File: src/rtl/gcr_params.svh
// Constants for the general call reset and supply check block.
// Assumes inclusion by bare name from rtl/ files only.
`ifndef GCR_PARAMS_SVH
`define GCR_PARAMS_SVH
`define GCR_GCALL_ADDR      8'h00
`define GCR_CMD_SWRESET     8'h06
`define GCR_SUPPLY_BIT      1
`define GCR_OPEN_BIT        0
`define GCR_RESULT_RST      8'h00
`define GCR_CONV_CYCLES     16'h0040
`endif

File: src/rtl/gcr_pkg.sv
// Types shared by the general call reset block.
// Assumes the params header is used alongside for numbers.
package gcr_pkg;
  // Phase of the bus frame decoder
  typedef enum logic [1:0] {
    GCR_IDLE,
    GCR_GC_ADDR,
    GCR_GC_CMD
  } gcr_phase_t;
  // Conversion engine state
  typedef enum logic [1:0] {
    GCR_CONV_IDLE,
    GCR_CONV_RUN
  } gcr_conv_t;
endpackage

File: src/rtl/gcr_cmd_if.sv
// Interface carrying byte events from the decoder to the core.
// Assumes a single clock domain; no clocking block.
`timescale 1ns/100ps
interface gcr_cmd_if;
  logic swreset; // One-cycle software reset pulse
  logic ack;     // Level: acknowledge requested for current byte
  modport dec (output swreset, output ack);
  modport core (input swreset, input ack);
endinterface

File: src/rtl/gcr_core.sv
// Behaviour
// RULE1: Acknowledge general call address zero.
// RULE2: Evaluate byte following general call.
// RULE3: Command 06h requests software reset.
// RULE4: Software reset restores power-on register values.
// RULE5: Software reset aborts running conversion.
// RULE6: Other command bytes change nothing.
// RULE7: Sample supply-valid throughout each conversion.
// RULE8: No conversion while supply invalid.
// RULE9: Invalid supply sets result bit one.
// RULE10: Open sensor sets result bit zero.
// RULE11: Reset after ack; supply bit refreshed per attempt.
//
// Top of the block: general call reset and supply-valid gating.
// Assumes the serial front end hands over received bytes, and that
// supply and sensor comparator levels arrive asynchronously.
`timescale 1ns/100ps
module gcr_core
(
  input  wire logic       mclk_i,
  input  wire logic       rst_i,
  input  wire logic       byte_valid_i,
  input  wire logic       first_i,
  input  wire logic [7:0] byte_i,
  input  wire logic       supply_ok_i,
  input  wire logic       sensor_open_i,
  input  wire logic       conv_start_i,
  output logic            gc_ack_o,
  output logic            swreset_o,
  output logic            converting_o,
  output logic            conv_done_o,
  output logic [1:0]      local_status_o,
  output logic [1:0]      remote_status_o
);
  `include "gcr_params.svh"
  gcr_cmd_if cmd ();                 // Decoder to core events
  // Decoder instance
  gcr_gcall_dec u_dec
  (
    .mclk_i       (mclk_i),
    .rst_i        (rst_i),
    .byte_valid_i (byte_valid_i),
    .first_i      (first_i),
    .byte_i       (byte_i),
    .cmd          (cmd)
  );
  // Three-stage synchronisers; stage 1 read only by stage 2
  // Chain resets to 0, which reads as bad supply, so no start
  // can slip through before the chain has settled
  logic [2:0] sup_s_q;               // Supply-valid chain
  logic [2:0] opn_s_q;               // Open-sensor chain
  logic       sup_q;                 // Filtered supply level
  logic       opn_q;                 // Filtered open level
  logic       sw_rst;                // Combined reset term
  assign sw_rst = rst_i || cmd.swreset; // [RULE4]
  always_ff @(posedge mclk_i)
  begin
    if (rst_i)
    begin
      sup_s_q <= 3'h0;
      opn_s_q <= 3'h0;
      sup_q   <= 1'b0;
      opn_q   <= 1'b0;
    end
    else
    begin
      sup_s_q <= {sup_s_q[1:0], supply_ok_i};
      opn_s_q <= {opn_s_q[1:0], sensor_open_i};
      if (sup_s_q[1] == sup_s_q[2])
        sup_q <= sup_s_q[2]; // Change counts when stages agree
      if (opn_s_q[1] == opn_s_q[2])
        opn_q <= opn_s_q[2];
    end
  end
  // Conversion engine
  // Abort and power-on share one reset term, so a reset command
  // can never leave a half-run attempt behind
  // Trade-off: the decoder is not cleared by the command,
  // so a general call right after it is still decoded
  gcr_pkg::gcr_conv_t conv_q;        // Engine state
  logic [15:0]        cnt_q;         // Cycles remaining
  logic               sup_bad_q;     // Supply dropped in this attempt
  logic               opn_hit_q;     // Open seen in this attempt
  logic               start_ok;      // Start allowed
  logic               finish;        // Last conversion cycle
  logic [1:0]         res_status;    // Status bits at attempt end
  // Start needs idle engine, a request and a settled good supply
  assign start_ok = (conv_q == gcr_pkg::GCR_CONV_IDLE) && conv_start_i && sup_q; // [RULE8]
  assign finish   = (conv_q == gcr_pkg::GCR_CONV_RUN) && ((cnt_q == 16'h0001) || !sup_q);
  assign res_status[`GCR_SUPPLY_BIT] = sup_bad_q || !sup_q; // [RULE9]
  assign res_status[`GCR_OPEN_BIT]   = opn_hit_q || opn_q;  // [RULE10]
  // Engine sequencing; reset command aborts any run
  always_ff @(posedge mclk_i)
  begin
    if (sw_rst)
    begin
      conv_q    <= gcr_pkg::GCR_CONV_IDLE; // [RULE5]
      cnt_q     <= 16'h0000;
      sup_bad_q <= 1'b0;
      opn_hit_q <= 1'b0;
    end
    else
    begin
      case (conv_q)
        gcr_pkg::GCR_CONV_IDLE:
        begin
          if (start_ok)
          begin
            conv_q    <= gcr_pkg::GCR_CONV_RUN;
            cnt_q     <= `GCR_CONV_CYCLES;
            sup_bad_q <= 1'b0;
            opn_hit_q <= 1'b0;
          end
        end
        gcr_pkg::GCR_CONV_RUN:
        begin
          sup_bad_q <= sup_bad_q || !sup_q; // Watched every cycle [RULE7]
          opn_hit_q <= opn_hit_q || opn_q;  // [RULE10]
          cnt_q     <= cnt_q - 16'h0001;
          if (finish)
            conv_q  <= gcr_pkg::GCR_CONV_IDLE; // Invalid supply ends it [RULE8]
        end
        default:
          conv_q <= gcr_pkg::GCR_CONV_IDLE;
      endcase
    end
  end
  // Result status and outputs; refusal of a start also refreshes bit 1
  // Local bit 0 stays 0: there is no sensor wire to open locally
  logic refused;                     // Start refused for bad supply
  assign refused = (conv_q == gcr_pkg::GCR_CONV_IDLE) && conv_start_i && !sup_q;
  always_ff @(posedge mclk_i)
  begin
    if (sw_rst)
    begin
      local_status_o  <= 2'(`GCR_RESULT_RST); // Power-on values [RULE4]
      remote_status_o <= 2'(`GCR_RESULT_RST);
      conv_done_o     <= 1'b0;
      converting_o    <= 1'b0;
    end
    else
    begin
      conv_done_o  <= finish;
      converting_o <= ((conv_q == gcr_pkg::GCR_CONV_RUN) && !finish) || start_ok;
      if (finish)
      begin
        local_status_o  <= {res_status[`GCR_SUPPLY_BIT], 1'b0}; // [RULE11]
        remote_status_o <= res_status; // [RULE9]
      end
      else if (refused)
      begin
        local_status_o[`GCR_SUPPLY_BIT]  <= 1'b1; // [RULE9]
        remote_status_o[`GCR_SUPPLY_BIT] <= 1'b1;
      end
    end
  end
  // Bus-facing flags registered straight out
  // Only the pin reset clears these, so the reset pulse itself
  // still reaches the output after the core has been cleared
  always_ff @(posedge mclk_i)
  begin
    if (rst_i)
    begin
      gc_ack_o  <= 1'b0;
      swreset_o <= 1'b0;
    end
    else
    begin
      gc_ack_o  <= cmd.ack;     // [RULE1]
      swreset_o <= cmd.swreset; // [RULE3]
    end
  end
  // Checks
  chk_no_start_bad: assert property (@(posedge mclk_i) disable iff (rst_i)
    (!sup_q && !cmd.swreset && conv_q == gcr_pkg::GCR_CONV_IDLE) |=> conv_q == gcr_pkg::GCR_CONV_IDLE) // [RULE8]
    else $error("conversion started on bad supply");
  chk_reset_abort: assert property (@(posedge mclk_i) disable iff (rst_i)
    cmd.swreset |=> conv_q == gcr_pkg::GCR_CONV_IDLE && remote_status_o == 2'h0) // [RULE5]
    else $error("reset did not abort");
  chk_reset_out: assert property (@(posedge mclk_i) disable iff (rst_i)
    cmd.swreset |=> swreset_o) // [RULE3]
    else $error("reset pulse not forwarded");
  chk_supply_bit: assert property (@(posedge mclk_i) disable iff (rst_i)
    (finish && !sup_q && !cmd.swreset) |=> remote_status_o[1] && local_status_o[1]) // [RULE9]
    else $error("supply bit not set");
  chk_open_bit: assert property (@(posedge mclk_i) disable iff (rst_i)
    (finish && opn_q && !cmd.swreset) |=> remote_status_o[0]) // [RULE10]
    else $error("open bit not set");
  chk_supply_clear: assert property (@(posedge mclk_i) disable iff (rst_i)
    (finish && !res_status[1] && !cmd.swreset) |=> !remote_status_o[1]) // [RULE11]
    else $error("supply bit not refreshed");
  chk_gc_ack: assert property (@(posedge mclk_i) disable iff (rst_i)
    (byte_valid_i && first_i && byte_i == 8'h00) |=> ##1 gc_ack_o) // [RULE1]
    else $error("general call not acknowledged");
  chk_other_cmd: assert property (@(posedge mclk_i) disable iff (rst_i)
    (byte_valid_i && !first_i && byte_i != 8'h06) |=> !cmd.swreset) // [RULE6]
    else $error("other command acted");
  chk_run_bound: assert property (@(posedge mclk_i) disable iff (rst_i)
    start_ok |=> ##[1:70] conv_q == gcr_pkg::GCR_CONV_IDLE) // [RULE7]
    else $error("conversion ran too long");
  cov_reset: cover property (@(posedge mclk_i) cmd.swreset && conv_q == gcr_pkg::GCR_CONV_RUN);
  cov_done: cover property (@(posedge mclk_i) finish && sup_q);
  cov_refused: cover property (@(posedge mclk_i) refused);
  // Scenario coverage: open sensor and early end on supply loss
  cov_open: cover property (@(posedge mclk_i) finish && opn_q);
  cov_sup_drop: cover property (@(posedge mclk_i) finish && !sup_q && (cnt_q != 16'h0001));
  // Guards on pulse width, refusals, supply loss, local open bit and accepted starts
  chk_supply_drop: assert property (@(posedge mclk_i) disable iff (rst_i)
    (conv_q == gcr_pkg::GCR_CONV_RUN && !sup_q && !cmd.swreset) |=> conv_q == gcr_pkg::GCR_CONV_IDLE) // [RULE7]
    else $error("supply loss did not end conversion");
  chk_refuse_flag: assert property (@(posedge mclk_i) disable iff (rst_i)
    (refused && !cmd.swreset) |=> local_status_o[1] && remote_status_o[1]) // [RULE9]
    else $error("refused start did not flag supply");
  chk_done_pulse: assert property (@(posedge mclk_i) disable iff (rst_i)
    conv_done_o |=> !conv_done_o) // [RULE11]
    else $error("done pulse longer than one cycle");
  chk_local_open: assert property (@(posedge mclk_i) disable iff (rst_i)
    !local_status_o[0]) // [RULE10]
    else $error("local open bit set");
  chk_start_run: assert property (@(posedge mclk_i) disable iff (rst_i)
    (start_ok && !cmd.swreset) |=> converting_o) // [RULE8]
    else $error("accepted start not running");
endmodule

File: src/rtl/gcr_gcall_dec.sv
// General call decoder: watches bytes from the serial front end.
// Assumes byte_valid_i is a one-cycle pulse per received byte and
// first_i marks the first byte after a start condition.
`timescale 1ns/100ps
module gcr_gcall_dec
(
  input  wire logic       mclk_i,
  input  wire logic       rst_i,
  input  wire logic       byte_valid_i,
  input  wire logic       first_i,
  input  wire logic [7:0] byte_i,
  gcr_cmd_if.dec          cmd
);
  `include "gcr_params.svh"
  gcr_pkg::gcr_phase_t phase_q;  // Frame phase
  gcr_pkg::gcr_phase_t phase_d;
  logic                is_gc;    // Address byte is the general call
  logic                is_rst;   // Command byte is the reset code
  assign is_gc  = byte_valid_i && first_i && (byte_i == `GCR_GCALL_ADDR); // [RULE1]
  assign is_rst = byte_valid_i && !first_i && (phase_q == gcr_pkg::GCR_GC_ADDR)
                  && (byte_i == `GCR_CMD_SWRESET); // [RULE3]
  // Next phase: any new first byte restarts decoding
  always_comb
  begin
    phase_d = phase_q;
    if (byte_valid_i)
    begin
      if (is_gc)
        phase_d = gcr_pkg::GCR_GC_ADDR; // Evaluate next byte [RULE2]
      else if (first_i)
        phase_d = gcr_pkg::GCR_IDLE;
      else if (phase_q == gcr_pkg::GCR_GC_ADDR)
        phase_d = gcr_pkg::GCR_GC_CMD; // Other codes dropped [RULE6]
    end
  end
  // Phase register and acknowledge of general call bytes
  always_ff @(posedge mclk_i)
  begin
    if (rst_i)
    begin
      phase_q     <= gcr_pkg::GCR_IDLE;
      cmd.ack     <= 1'b0;
      cmd.swreset <= 1'b0;
    end
    else
    begin
      phase_q     <= phase_d;
      if (byte_valid_i)
        cmd.ack   <= is_gc || (!first_i && (phase_q == gcr_pkg::GCR_GC_ADDR)); // New START drops it [RULE1]
      cmd.swreset <= is_rst; // Fires on the same edge as the ack decision [RULE11]
    end
  end
endmodule

File: config.mk
export PLATFORM = sky130hd
export DESIGN_NAME = gcr_core
export DESIGN_NICKNAME = d
export VERILOG_FILES = /design/src/rtl/gcr_pkg.sv /design/src/rtl/gcr_cmd_if.sv /design/src/rtl/gcr_core.sv /design/src/rtl/gcr_gcall_dec.sv
export VERILOG_INCLUDE_DIRS = /design/src /design/src/rtl
export SDC_FILE = /design/constraint.sdc
export NUM_CORES = 1
export LEC_CHECK = 0
export BUFFER_PORTS_ARGS = -buffer_cell sky130_fd_sc_hd__buf_2
export CORE_ASPECT_RATIO = 1.2
export CORE_MARGIN = 2
export CORE_UTILIZATION = 53
export DETAILED_ROUTE_END_ITERATION = 10
export PLACE_DENSITY = 0.75
export SETUP_SLACK_MARGIN = 0.5
export SLEW_MARGIN = 10
export SYNTH_ARGS = -nofsm -noshare
export SYNTH_HDL_FRONTEND = slang
export SYNTH_SLANG_ARGS = --single-unit
File: constraint.sdc
create_clock -name mclk_i -period 5.5 [get_ports mclk_i]
set_input_delay 1.1 -clock mclk_i [delete_from_list [all_inputs] [get_ports mclk_i]]
set_output_delay 1.1 -clock mclk_i [all_outputs]
set_load 0.02 [all_outputs]
==> results of run 1 <==
[worst max path at each step]
stage / from / to / slack, ps / cells past startpoint
after floorplan: byte_i[5] / u_dec.cmd.ack$_SDFFE_PP0P_ / 3390 / 4
after global placement: byte_i[5] / u_dec.cmd.ack$_SDFFE_PP0P_ / 3260 / 5
after detailed placement: byte_i[5] / u_dec.phase_q[0]$_SDFFE_PP0P_ / 3230 / 5
after CTS: conv_q[0]$_SDFFE_PP0P_ / cnt_q[13]$_SDFFE_PP0P_ / 3210 / 4
after global routing: conv_q[0]$_SDFFE_PP0P_ / cnt_q[13]$_SDFFE_PP0P_ / 3130 / 4
final: conv_q[0]$_SDFFE_PP0P_ / cnt_q[13]$_SDFFE_PP0P_ / 3200 / 4
[cells in the final DEF (no fill, tap or decap), types with 3 or more instances in the layout]
cell type,count
a211oi_1,3
a21oi_1,16
buf_2,21
clkbuf_4,5
dfxtp_1,37
inv_1,4
mux2_2,6
nand2_1,15
nand3_1,6
nor2_1,17
nor2b_1,9
nor3_1,3
nor4_1,4
o21ai_0,4
o311ai_0,3
or2_2,3
or4_1,5
or4_2,3
[cell families (layout without fill, tap and decap cells)]
family                     Yosys count  count (layout)  synth area share, %
and+or+nand+nor                     80              80                 28.2
AOI/OAI and AO/OA                   34              34                 13.5
adders and majority gates            2               2                 1.56
buffers and inverters               15              33                 4.98
DFF                                 37              37                 46.1
other                                1               1                0.233
muxes                                8               8                 5.45
[layout make-up]
type                       instances  area, sq um  share of cell area, %
inverter                           4         15.0                  0.844
sequential                        37          741                   41.6
multi-input combinational        125          787                   44.2
clock buffer                       6         51.3                   2.88
timing repair buffer              21          105                   5.91
tap                               34         42.5                   2.39
clock inverter                     2         37.5                   2.11
[metrics by stage]
stage          cell area (sq um)  worst slack (ps)  power, mW  hold WS (ps)
3_3_place_gp                1690              3260      0.296           433
5_1_grt                     1780              3130      0.507           473
3_5_place_dp                1690              3230      0.297           428
2_1_floorplan               1610              3390      0.290           414
6_report                    1780              3200      0.489           461
4_1_cts                     1780              3210      0.493           463
[metal layers]
metal,vias to the layer above,wire length [um],track usage (%)
li1,668,-,-
met1,599,1290,19.5
met2,26,1450,33.6
met3,6,123,6.78
met4,0,55,8.44
met5,-,0,0
[registers in the layout, indices dropped and copies added, names as in the netlist]
| register | flops |
|---|---|
| cnt_q | 16 |
| opn_s_q | 3 |
| sup_s_q | 3 |
| remote_status_o | 2 |
| u_dec.phase_q | 2 |
| conv_done_o | 1 |
| conv_q | 1 |
| converting_o | 1 |
| gc_ack_o | 1 |
| opn_hit_q | 1 |
| opn_q | 1 |
| sup_bad_q | 1 |
| sup_q | 1 |
| swreset_o | 1 |
| u_dec.cmd.ack | 1 |
| u_dec.cmd.swreset | 1 |
[power by group]
| part | total (mW) | switching, mW | internal, mW |
|---|---|---|---|
| clock | 0.199 | 0.0909 | 0.108 |
| combinational | 0.0187 | 0.0111 | 0.00754 |
| sequential | 0.272 | 0.00142 | 0.270 |
==> flow_results.xml, run 1 <==
<?xml version="1.0" encoding="UTF-8"?>
<metrics>
  <group name="run_status">
    <metric name="run_status" unit="">complete, no violations</metric>
  </group>
  <group name="yosys">
    <metric name="synth_nets" unit="">194</metric>
    <metric name="synth_top_cells_by_area" unit="">dfxtp_1 (46%), a21oi_1 (5.0%), mux2_2 (4.2%), nor2_1 (4.0%), nand2_1 (3.5%)</metric>
    <metric name="sequential_share_of_the_synthesized_area" unit="%">46.1</metric>
    <metric name="most_repeated_cell_in_the_gate_level_netlist_after_synthesis" unit="">dfxtp_1</metric>
    <metric name="netlist_top_cells_count" unit="">dfxtp_1 (37), nor2_1 (17), a21oi_1 (16), nand2_1 (15), nor2b_1 (9)</metric>
    <metric name="yosysTopAreaCellShare" unit="%">46.1</metric>
    <metric name="synth_enable_flop_cells" unit="">0</metric>
    <metric name="ys.flop_type" unit="">dfxtp_1</metric>
    <metric name="synth_warnings" unit="">0</metric>
    <metric name="synth_cell_type_count" unit="">41</metric>
    <metric name="synth.cell_area" unit="sq um">1610</metric>
    <metric name="synth.avg_cell_area" unit="sq um">9.08</metric>
    <metric name="postSynth.asyncResetShare" unit="%">0</metric>
    <metric name="postSynthCellCount" unit="">177</metric>
    <metric name="netlist.top_cell.by_area" unit="">dfxtp_1</metric>
    <metric name="synth-seq-cells" unit="">37</metric>
  </group>
  <group name="finish">
    <metric name="layout.core_utilization" unit="%">62.7</metric>
    <metric name="finish.net_count" unit="">211</metric>
    <metric name="n_fill_cell" unit="">254</metric>
    <metric name="number_of_antenna_diodes" unit="">0</metric>
    <metric name="post_route_cells_drive_above_1_share" unit="%">23.6</metric>
    <metric name="layoutNonFillerInstCount" unit="">229</metric>
    <metric name="flow.area_growth_from_synthesis" unit="%">10.7</metric>
  </group>
  <group name="grt">
    <metric name="grt_start_max_net_pins" unit="">20</metric>
    <metric name="antenna_found_initial" unit="">0</metric>
    <metric name="grt_pass1_wl" unit="um">4890</metric>
    <metric name="grtUsageTotal" unit="%">19.2</metric>
    <metric name="via_count_of_the_first_global_routing_pass" unit="">1201</metric>
    <metric name="overflow" unit="">0</metric>
  </group>
  <group name="clock_tree">
    <metric name="clock_sinks" unit="">37</metric>
    <metric name="insertion_delay_to_the_later_sink_of_the_worst_skew_pair" unit="ps">340</metric>
    <metric name="cts.htree.levels" unit="">2</metric>
    <metric name="worst_setup_hold_path_clk_slew" unit="ps">110</metric>
    <metric name="cts.repair_timing.setup_buffer_count" unit="">0</metric>
    <metric name="post_cts_hold_buffer_count" unit="">0</metric>
    <metric name="cts_max_path_buffers" unit="">2</metric>
    <metric name="cts_tree" unit="">done</metric>
    <metric name="post_cts_resize_count" unit="">0</metric>
    <metric name="cts_buffers" unit="">5</metric>
    <metric name="ctsRootBufferMaster" unit="">clkbuf_4</metric>
  </group>
  <group name="die">
    <metric name="die_h" unit="um">64.3</metric>
    <metric name="start_util" unit="%">56.7</metric>
    <metric name="floorplan.core_area" unit="sq um">2840</metric>
    <metric name="dieArea" unit="sq um">3490</metric>
    <metric name="row_count" unit="">21</metric>
    <metric name="floorplan_die_width" unit="um">54.3</metric>
    <metric name="io-pin-count" unit="">23</metric>
  </group>
  <group name="timing">
    <metric name="hold_viol" unit="">0</metric>
    <metric name="final-max-slew-violation-count" unit="">0</metric>
    <metric name="final.setup_skew" unit="ps">6.26</metric>
    <metric name="post-route-period-util" unit="%">41.7</metric>
    <metric name="max_clock_freq" unit="GHz">0.436</metric>
    <metric name="grt_setup_unrepaired" unit="">false</metric>
    <metric name="setup_viol_count_final" unit="">0</metric>
    <metric name="tns" unit="ps">0</metric>
    <metric name="min_tclk_post_route" unit="ps">2300</metric>
  </group>
  <group name="power_and_ir_drop">
    <metric name="power_density" unit="nW/um^2">275</metric>
    <metric name="power.static_leakage" unit="nW">0.681</metric>
    <metric name="irDropWorstVdd" unit="mV">0.212</metric>
  </group>
  <group name="setup_path">
    <metric name="max_stage_delay" unit="ps">600</metric>
    <metric name="timing.reg2reg.worst_path_depth" unit="">4</metric>
    <metric name="worst-setup-path-type" unit="">reg2reg</metric>
    <metric name="worst_path_dominant_cell_family" unit="">simple AND/OR/NAND/NOR gates</metric>
    <metric name="r2r-end" unit="">cnt_q[13]$_SDFFE_PP0P_</metric>
    <metric name="worst_path_max_delay_cell" unit="">dfxtp_1</metric>
    <metric name="crit-reg2reg-launch" unit="">conv_q[0]$_SDFFE_PP0P_</metric>
    <metric name="cp.required" unit="ps">5780</metric>
    <metric name="critical_path.cell_chain" unit="">or3b_2, or4_4, or4_1, a21oi_1</metric>
    <metric name="critical_path_arrival" unit="ps">2570</metric>
    <metric name="worst-path-buf-inv" unit="">0</metric>
    <metric name="r2r_setup_slack" unit="ps">3200</metric>
    <metric name="worstPathMaxFanout" unit="">16</metric>
    <metric name="end_kind" unit="">flip-flop</metric>
    <metric name="element_type_at_the_critical_path_start" unit="">flip-flop</metric>
  </group>
  <group name="route">
    <metric name="drc" unit="">0</metric>
    <metric name="detail_route.iter0.violations" unit="">20</metric>
    <metric name="wl" unit="um">2920</metric>
    <metric name="final_antenna_net_count" unit="">0</metric>
    <metric name="routed_wirelength_normalized_by_instance_count" unit="um">12.7</metric>
    <metric name="route.detailed.vias_per_inst" unit="">5.67</metric>
    <metric name="detailedRoute.firstPassIterationCount" unit="">4</metric>
    <metric name="detailroute.via_count" unit="">1299</metric>
  </group>
  <group name="min_path">
    <metric name="hold_path_class" unit="">reg2reg</metric>
    <metric name="holdPathEnd" unit="">sup_s_q[1]$_SDFF_PP0_</metric>
    <metric name="hold_depth" unit="">1</metric>
    <metric name="min-delay-start" unit="">sup_s_q[0]$_SDFF_PP0_</metric>
  </group>
  <group name="placed_design">
    <metric name="place.gp.congestion" unit="">0.778</metric>
    <metric name="numPortBuffers" unit="">21</metric>
    <metric name="dp_cells" unit="">221</metric>
    <metric name="place_hpwl" unit="um">2120</metric>
  </group>
  <group name="flow_run">
    <metric name="maxCapViolCount" unit="">0</metric>
  </group>
</metrics>
(Power assumes the default switching activity.)
==> run 2, diff against run 1 <==
ABC_AREA = 1   (was default)
clock period = 2.15 ns   (was 5.5 ns; I/O delays follow)
==> run 2 against run 1 <==
Via count increased by 9.2%; area after synthesis decreased by 0.39%; clock skew increased by 2.0 ps; fmax increased by 64%; power increased to 2.5 times the previous value; first-iteration DRC count increased by 100%; largest cell class is now sequential cells; hold slack got worse by 170 ps; combinational power increased to 2.7 times the previous value; sequential share of layout area decreased by 0.92 points; highest routed layer unchanged; critical path type unchanged; sequential power increased to 2.6 times the previous value; utilization increased by 1.4 points; flip-flop and latch count unchanged.
==> flow_results.xml, run 2 <==
<?xml version="1.0" encoding="UTF-8"?>
<metrics>
  <group name="run_status">
    <metric name="run_status" unit="">complete, no violations</metric>
  </group>
  <group name="route">
    <metric name="route.detailed.vias_per_inst" unit="">5.00</metric>
    <metric name="final_antenna_net_count" unit="">0</metric>
    <metric name="wl" unit="um">3110</metric>
    <metric name="routed_wirelength_normalized_by_instance_count" unit="um">11.0</metric>
    <metric name="detailedRoute.firstPassIterationCount" unit="">4</metric>
    <metric name="detail_route.iter0.violations" unit="">40</metric>
    <metric name="detailroute.via_count" unit="">1419</metric>
    <metric name="drc" unit="">0</metric>
  </group>
  <group name="timing">
    <metric name="post-route-period-util" unit="%">65.1</metric>
    <metric name="hold_viol" unit="">0</metric>
    <metric name="min_tclk_post_route" unit="ps">1400</metric>
    <metric name="grt_setup_unrepaired" unit="">false</metric>
    <metric name="max_clock_freq" unit="GHz">0.714</metric>
    <metric name="final.hold.worst_slack" unit="ps">289</metric>
    <metric name="final-max-slew-violation-count" unit="">0</metric>
    <metric name="setup_viol_count_final" unit="">0</metric>
    <metric name="final.setup_skew" unit="ps">8.22</metric>
    <metric name="tns" unit="ps">0</metric>
  </group>
  <group name="finish">
    <metric name="flow.area_growth_from_synthesis" unit="%">13.6</metric>
    <metric name="regMostFlops" unit="">cnt_q</metric>
    <metric name="post_route_cells_drive_above_1_share" unit="%">17.2</metric>
    <metric name="reg.largest.list" unit="">cnt_q (16), opn_s_q (3), sup_s_q (3)</metric>
    <metric name="finish.net_count" unit="">266</metric>
    <metric name="n_fill_cell" unit="">287</metric>
    <metric name="highest_count_cells_in_the_layout_ignoring_fill_and_taps" unit="">nor2_1 (46), nand2_1 (37), dfxtp_1 (37)</metric>
    <metric name="number_of_antenna_diodes" unit="">0</metric>
    <metric name="layout_commonest_cell" unit="">nor2_1</metric>
    <metric name="seqCellArea" unit="sq um">741</metric>
    <metric name="multiInputGateArea" unit="sq um">726</metric>
    <metric name="largest_register_ff_count" unit="">16</metric>
  </group>
  <group name="setup_path">
    <metric name="worst_path_max_delay_cell" unit="">dfxtp_1</metric>
    <metric name="worst-setup-path-type" unit="">reg2reg</metric>
    <metric name="cp.required" unit="ps">2390</metric>
    <metric name="critical_path_arrival" unit="ps">1650</metric>
    <metric name="crit-reg2reg-launch" unit="">cnt_q[1]$_SDFFE_PP0P_</metric>
    <metric name="max_stage_delay" unit="ps">330</metric>
    <metric name="critical_path.cell_chain" unit="">inv_1, ha_1, nand2_2, nor2_4, nand2_1, nor2_2, nand3_1, nand2_1, nor2_1</metric>
    <metric name="timing.reg2reg.worst_path_depth" unit="">9</metric>
    <metric name="crit_path_frequent_cell" unit="">nand2_1</metric>
    <metric name="worstPathMaxFanout" unit="">4</metric>
    <metric name="r2r_setup_slack" unit="ps">750</metric>
    <metric name="r2r-end" unit="">cnt_q[14]$_SDFFE_PP0P_</metric>
    <metric name="end_kind" unit="">flip-flop</metric>
    <metric name="element_type_at_the_critical_path_start" unit="">flip-flop</metric>
  </group>
  <group name="die">
    <metric name="floorplan.core_area" unit="sq um">2840</metric>
    <metric name="die_h" unit="um">64.2</metric>
    <metric name="dieArea" unit="sq um">3480</metric>
    <metric name="start_util" unit="%">56.4</metric>
    <metric name="row_count" unit="">21</metric>
    <metric name="io-pin-count" unit="">23</metric>
    <metric name="floorplan_die_width" unit="um">54.2</metric>
  </group>
  <group name="grt">
    <metric name="antenna_found_initial" unit="">0</metric>
    <metric name="grt_pass1_wl" unit="um">5290</metric>
    <metric name="grtUsageTotal" unit="%">21.0</metric>
    <metric name="grt_start_max_net_pins" unit="">18</metric>
    <metric name="via_count_of_the_first_global_routing_pass" unit="">1280</metric>
    <metric name="overflow" unit="">0</metric>
  </group>
  <group name="power_and_ir_drop">
    <metric name="power_density" unit="nW/um^2">684</metric>
    <metric name="p_clk_share" unit="%">40.1</metric>
    <metric name="power.net_switching" unit="mW">0.254</metric>
    <metric name="power.static_leakage" unit="nW">0.778</metric>
    <metric name="netSwitchingFraction" unit="%">20.5</metric>
    <metric name="comb_power_share" unit="%">4.1</metric>
    <metric name="sequentialPowerShare" unit="%">55.8</metric>
    <metric name="internal-power" unit="mW">0.989</metric>
    <metric name="irDropWorstVdd" unit="mV">0.517</metric>
    <metric name="total_power" unit="mW">1.24</metric>
  </group>
  <group name="yosys">
    <metric name="synth.cell_area" unit="sq um">1600</metric>
    <metric name="yosysTopAreaCellShare" unit="%">46.3</metric>
    <metric name="synth_cell_type_count" unit="">29</metric>
    <metric name="netlist_top_cells_count" unit="">nor2_1 (47), dfxtp_1 (37), nand2_1 (37), inv_1 (26), a21oi_1 (19)</metric>
    <metric name="postSynthCellCount" unit="">225</metric>
    <metric name="synth_warnings" unit="">0</metric>
    <metric name="netlist.top_cell.by_area" unit="">dfxtp_1</metric>
    <metric name="synth.avg_cell_area" unit="sq um">7.12</metric>
    <metric name="synth_enable_flop_cells" unit="">0</metric>
    <metric name="synth_top_cells_by_area" unit="">dfxtp_1 (46%), nor2_1 (11%), nand2_1 (8.7%), inv_1 (6.1%), a21oi_1 (5.9%)</metric>
    <metric name="most_repeated_cell_in_the_gate_level_netlist_after_synthesis" unit="">nor2_1</metric>
    <metric name="ys.flop_type" unit="">dfxtp_1</metric>
    <metric name="synth_nets" unit="">242</metric>
    <metric name="postSynth.asyncResetShare" unit="%">0</metric>
    <metric name="synth-seq-cells" unit="">37</metric>
    <metric name="sequential_share_of_the_synthesized_area" unit="%">46.3</metric>
  </group>
  <group name="flow_run">
    <metric name="maxCapViolCount" unit="">0</metric>
  </group>
  <group name="placed_design">
    <metric name="place_hpwl" unit="um">2340</metric>
    <metric name="place.gp.congestion" unit="">0.928</metric>
    <metric name="numPortBuffers" unit="">21</metric>
  </group>
  <group name="clock_tree">
    <metric name="cts.htree.levels" unit="">2</metric>
    <metric name="insertion_delay_to_the_later_sink_of_the_worst_skew_pair" unit="ps">340</metric>
    <metric name="ctsRootBufferMaster" unit="">clkbuf_4</metric>
    <metric name="worst_setup_hold_path_clk_slew" unit="ps">110</metric>
    <metric name="post_cts_hold_buffer_count" unit="">0</metric>
    <metric name="cts_buffers" unit="">5</metric>
    <metric name="cts_max_path_buffers" unit="">2</metric>
    <metric name="clock_sinks" unit="">37</metric>
    <metric name="cts_tree" unit="">done</metric>
  </group>
  <group name="min_path">
    <metric name="hold_depth" unit="">3</metric>
    <metric name="holdPathEnd" unit="">opn_s_q[0]$_SDFF_PP0_</metric>
    <metric name="min-delay-start" unit="">sensor_open_i</metric>
    <metric name="hold_path_class" unit="">in2reg</metric>
  </group>
</metrics>
## run 2: worst max path at each step
stage	depth (start not counted)	end	startpoint	slack [ps]
floorplan	9	cnt_q[14]$_SDFFE_PP0P_	cnt_q[0]$_SDFFE_PP0P_	900
global placement	6	cnt_q[15]$_SDFFE_PP0P_	cnt_q[3]$_SDFFE_PP0P_	760
detailed placement	6	cnt_q[15]$_SDFFE_PP0P_	cnt_q[3]$_SDFFE_PP0P_	740
CTS	7	cnt_q[15]$_SDFFE_PP0P_	cnt_q[3]$_SDFFE_PP0P_	710
global route	7	cnt_q[15]$_SDFFE_PP0P_	cnt_q[6]$_SDFFE_PP0P_	620
finish	9	cnt_q[14]$_SDFFE_PP0P_	cnt_q[1]$_SDFFE_PP0P_	750
## run 2: metrics by stage
stage	cells	util, %	instance area (sq um)	setup slack, ps
after floorplan	225	-	1600	898
after global placement	276	61.0	1730	761
after detailed placement	276	61.0	1730	739
after CTS	284	64.0	1820	714
after global routing	284	64.1	1820	620
final	284	64.1	1820	750
## run 2: power groups by stage
| stage | logic, mW | clock network (mW) | registers [mW] |
|---|---|---|---|
| final | 0.0514 | 0.499 | 0.694 |
| after global routing | 0.0590 | 0.542 | 0.695 |
| after CTS | 0.0518 | 0.513 | 0.694 |
| after detailed placement | 0.0516 | 0 | 0.709 |
| after global placement | 0.0514 | 0 | 0.709 |
| after floorplan | 0.0304 | 0 | 0.711 |
## run 2: what timing repair did
| item | 4_1_cts | 5_1_grt |
|---|---|---|
| setup endpoints to repair | 0 | 2 |
| buffers inserted | 0 | 0 |
| resized for setup | 0 | 1 |
## run 2: kinds of logic (layout without fill, tap and decap cells)
kind of cell    after synthesis  count (layout)  synth area share, %
flops                        37              37                 46.2
other cells                   1               1                0.234
simple gates                114             114                 30.9
buf+inv                      34              59                 8.59
compound gates               37              37                 12.5
fa+ha+maj                     2               2                 1.56
## run 2: cell type report
class                   count  share of cell area, %
flip-flops and latches     37                   40.7
multi-input cells         154                   39.9
repair buffers             23                   6.60
inverters                  28                   5.78
clock buffers               7                   3.03
well taps                  34                   2.34
clock inverters             1                   1.65
## run 2: layer usage
layer | track usage, % | part of all wire, %
met5 | 0 | 0
met1 | 23.5 | 44
met2 | 35.2 | 52
met4 | 8.44 | 1.2
met3 | 7.01 | 3.2
## run 2: worst max-delay path: cells and delay by family (launching register included)
family	cells	cell delay (ps)
buf+inv	1	90
fa+ha+maj	1	190
flops	1	330
simple gates	7	700
==> run 3, diff against run 2 <==
CORE_UTILIZATION = 50   (was 53)
PLACE_DENSITY = 0.74   (was 0.75)
clock period = 1.2 ns   (was 2.15 ns; I/O delays follow)
==> run 3 against run 2 <==
The run now ends with setup timing left; register-to-register slack worse by 790 ps; clock-buffer cell count down 2; via count up 23%; non-clock buffer count up 29; wire length up 60%; first-iteration DRC count up 85%; combinational power rose to 2.6 times the previous value; setup slack worse by 790 ps; flip-flop and latch count unchanged.
==> flow_results.xml, run 3 (synthesized netlist as in run 2, its figures left out) <==
<?xml version="1.0" encoding="UTF-8"?>
<metrics>
  <group name="setup_path">
    <metric name="cp.required" unit="ps">1470</metric>
    <metric name="end_kind" unit="">flip-flop</metric>
    <metric name="cp-startpoint" unit="">cnt_q[6]$_SDFFE_PP0P_</metric>
    <metric name="crit-reg2reg-launch" unit="">cnt_q[6]$_SDFFE_PP0P_</metric>
    <metric name="critical_path_arrival" unit="ps">1510</metric>
    <metric name="timing.reg2reg.worst_path_depth" unit="">8</metric>
    <metric name="worst-setup-path-type" unit="">reg2reg</metric>
    <metric name="element_type_at_the_critical_path_start" unit="">flip-flop</metric>
    <metric name="worstPathMaxFanout" unit="">7</metric>
  </group>
  <group name="clock_tree">
    <metric name="cts_max_path_buffers" unit="">2</metric>
    <metric name="post_cts_hold_buffer_count" unit="">0</metric>
    <metric name="cts_buffers" unit="">5</metric>
    <metric name="worst_setup_hold_path_clk_slew" unit="ps">120</metric>
    <metric name="cts_tree" unit="">done</metric>
    <metric name="cts.htree.levels" unit="">2</metric>
    <metric name="insertion_delay_to_the_later_sink_of_the_worst_skew_pair" unit="ps">370</metric>
    <metric name="ctsRootBufferMaster" unit="">clkbuf_4</metric>
    <metric name="clock_sinks" unit="">37</metric>
  </group>
  <group name="grt">
    <metric name="via_count_of_the_first_global_routing_pass" unit="">1633</metric>
    <metric name="grt_pass1_wl" unit="um">6760</metric>
    <metric name="antenna_found_initial" unit="">0</metric>
    <metric name="grt_start_max_net_pins" unit="">14</metric>
    <metric name="overflow" unit="">0</metric>
    <metric name="grtUsageTotal" unit="%">24.0</metric>
  </group>
  <group name="timing">
    <metric name="max_clock_freq" unit="GHz">0.807</metric>
    <metric name="setup_viol_count_final" unit="">8</metric>
    <metric name="final.setup_skew" unit="ps">13.1</metric>
    <metric name="hold_viol" unit="">0</metric>
    <metric name="grt_setup_unrepaired" unit="">true</metric>
    <metric name="tns" unit="ps">-173</metric>
    <metric name="setup_ws" unit="ps">-39.6</metric>
    <metric name="post-route-period-util" unit="%">103</metric>
    <metric name="min_tclk_post_route" unit="ps">1240</metric>
    <metric name="final-max-slew-violation-count" unit="">0</metric>
  </group>
  <group name="finish">
    <metric name="layout.core_utilization" unit="%">80.7</metric>
    <metric name="highest_count_cells_in_the_layout_ignoring_fill_and_taps" unit="">nor2_1 (32), nand2_1 (26), buf_4 (25)</metric>
    <metric name="regMostFlops" unit="">cnt_q</metric>
    <metric name="number_of_antenna_diodes" unit="">0</metric>
    <metric name="reg.largest.list" unit="">cnt_q (16), opn_s_q (3), sup_s_q (3)</metric>
    <metric name="layout_commonest_cell" unit="">nor2_1</metric>
    <metric name="largest_register_ff_count" unit="">16</metric>
    <metric name="post_route_cells_drive_above_1_share" unit="%">51.8</metric>
    <metric name="flow.area_growth_from_synthesis" unit="%">53.9</metric>
    <metric name="finish.net_count" unit="">296</metric>
  </group>
  <group name="power_and_ir_drop">
    <metric name="irDropWorstVdd" unit="mV">1.22</metric>
    <metric name="power_density" unit="nW/um^2">923</metric>
    <metric name="power.static_leakage" unit="nW">1.01</metric>
  </group>
  <group name="die">
    <metric name="start_util" unit="%">52.4</metric>
    <metric name="floorplan_die_width" unit="um">55.7</metric>
    <metric name="io-pin-count" unit="">23</metric>
    <metric name="die_h" unit="um">66.0</metric>
    <metric name="row_count" unit="">22</metric>
    <metric name="dieArea" unit="sq um">3670</metric>
    <metric name="floorplan.core_area" unit="sq um">3060</metric>
  </group>
  <group name="route">
    <metric name="drc" unit="">0</metric>
    <metric name="detailroute.via_count" unit="">1742</metric>
    <metric name="wl" unit="um">4990</metric>
    <metric name="detail_route.iter0.violations" unit="">74</metric>
    <metric name="detailedRoute.firstPassIterationCount" unit="">4</metric>
    <metric name="routed_wirelength_normalized_by_instance_count" unit="um">15.8</metric>
    <metric name="route.detailed.vias_per_inst" unit="">5.51</metric>
    <metric name="final_antenna_net_count" unit="">0</metric>
  </group>
  <group name="flow_run">
    <metric name="maxCapViolCount" unit="">0</metric>
  </group>
  <group name="placed_design">
    <metric name="numPortBuffers" unit="">21</metric>
    <metric name="dp_slack" unit="ps">-72.3</metric>
    <metric name="place_hpwl" unit="um">2620</metric>
    <metric name="place.gp.congestion" unit="">0.872</metric>
  </group>
  <group name="run_status">
    <metric name="failed_checks" unit="">setup timing</metric>
    <metric name="run_status" unit="">finished, violations left</metric>
  </group>
  <group name="min_path">
    <metric name="min-delay-start" unit="">sensor_open_i</metric>
    <metric name="hold_depth" unit="">3</metric>
    <metric name="hold_path_class" unit="">in2reg</metric>
  </group>
</metrics>
==> run 3: changes by cell type in the layout (fill, tap and decap cells not counted), sizes merged <==
cell / before / now
clkinv: 0 / 1
buf: 23 / 52
clkinvlp: 0 / 1
clkbuf: 7 / 5
nand3: 13 / 14
==> run 3: timing repair <==
item,CTS,global route
gates resized for setup,41,51
endpoints found under the setup margin,35,36
pin swaps,12,13
buffers inserted,9,4
gates cloned,1,0
==> run 3: layout make-up <==
cell class	count	area [sq um]
Clock buffer	5	37.5
Clock inverter	3	46.3
Fill cell	171	591
Inverter	28	118
Multi-Input combinational cell	155	1020
Sequential cell	37	782
Tap cell	36	45.0
Timing Repair Buffer	52	413
==> run 3: per-layer routing <==
metal,wire (um),track usage [%]
met4,303,10.1
met5,0,0
met3,232,5.87
met1,1810,24.9
met2,2650,45.8
==> run 3: final timing paths <==
check,end,slack (ps)
max,remote_status_o[1]$_SDFFE_PP0P_,-40
min,opn_s_q[0]$_SDFF_PP0_,60
max reg2reg,remote_status_o[1]$_SDFFE_PP0P_,-40
min reg2reg,opn_s_q[1]$_SDFF_PP0_,420
==> run 3: metrics by stage <==
step	area, sq um	hold WS [ps]	cells	power [mW]
floorplan	1730	302	225	1.33
global placement	1970	393	294	1.37
detailed placement	1970	410	294	1.38
CTS	2270	71.1	312	2.25
global route	2460	60.0	316	2.33
finish	2460	61.8	316	2.28
==> run 3: where the power goes <==
group          internal, mW  switching [mW]  total (mW)
registers              1.23         0.00709        1.23
clock network         0.441           0.466       0.907
logic                0.0600          0.0747       0.135
total                  1.73           0.548        2.28
==> run 3: worst max-delay path, stage by stage (launching register included) <==
cell     delay (ps)
dfxtp_1         390
nor2_4          140
nand2_2         100
nor2_4          130
nand2_2          90
nand2_4         120
nand3_2          70
nand2_1          70
nor2_1           40
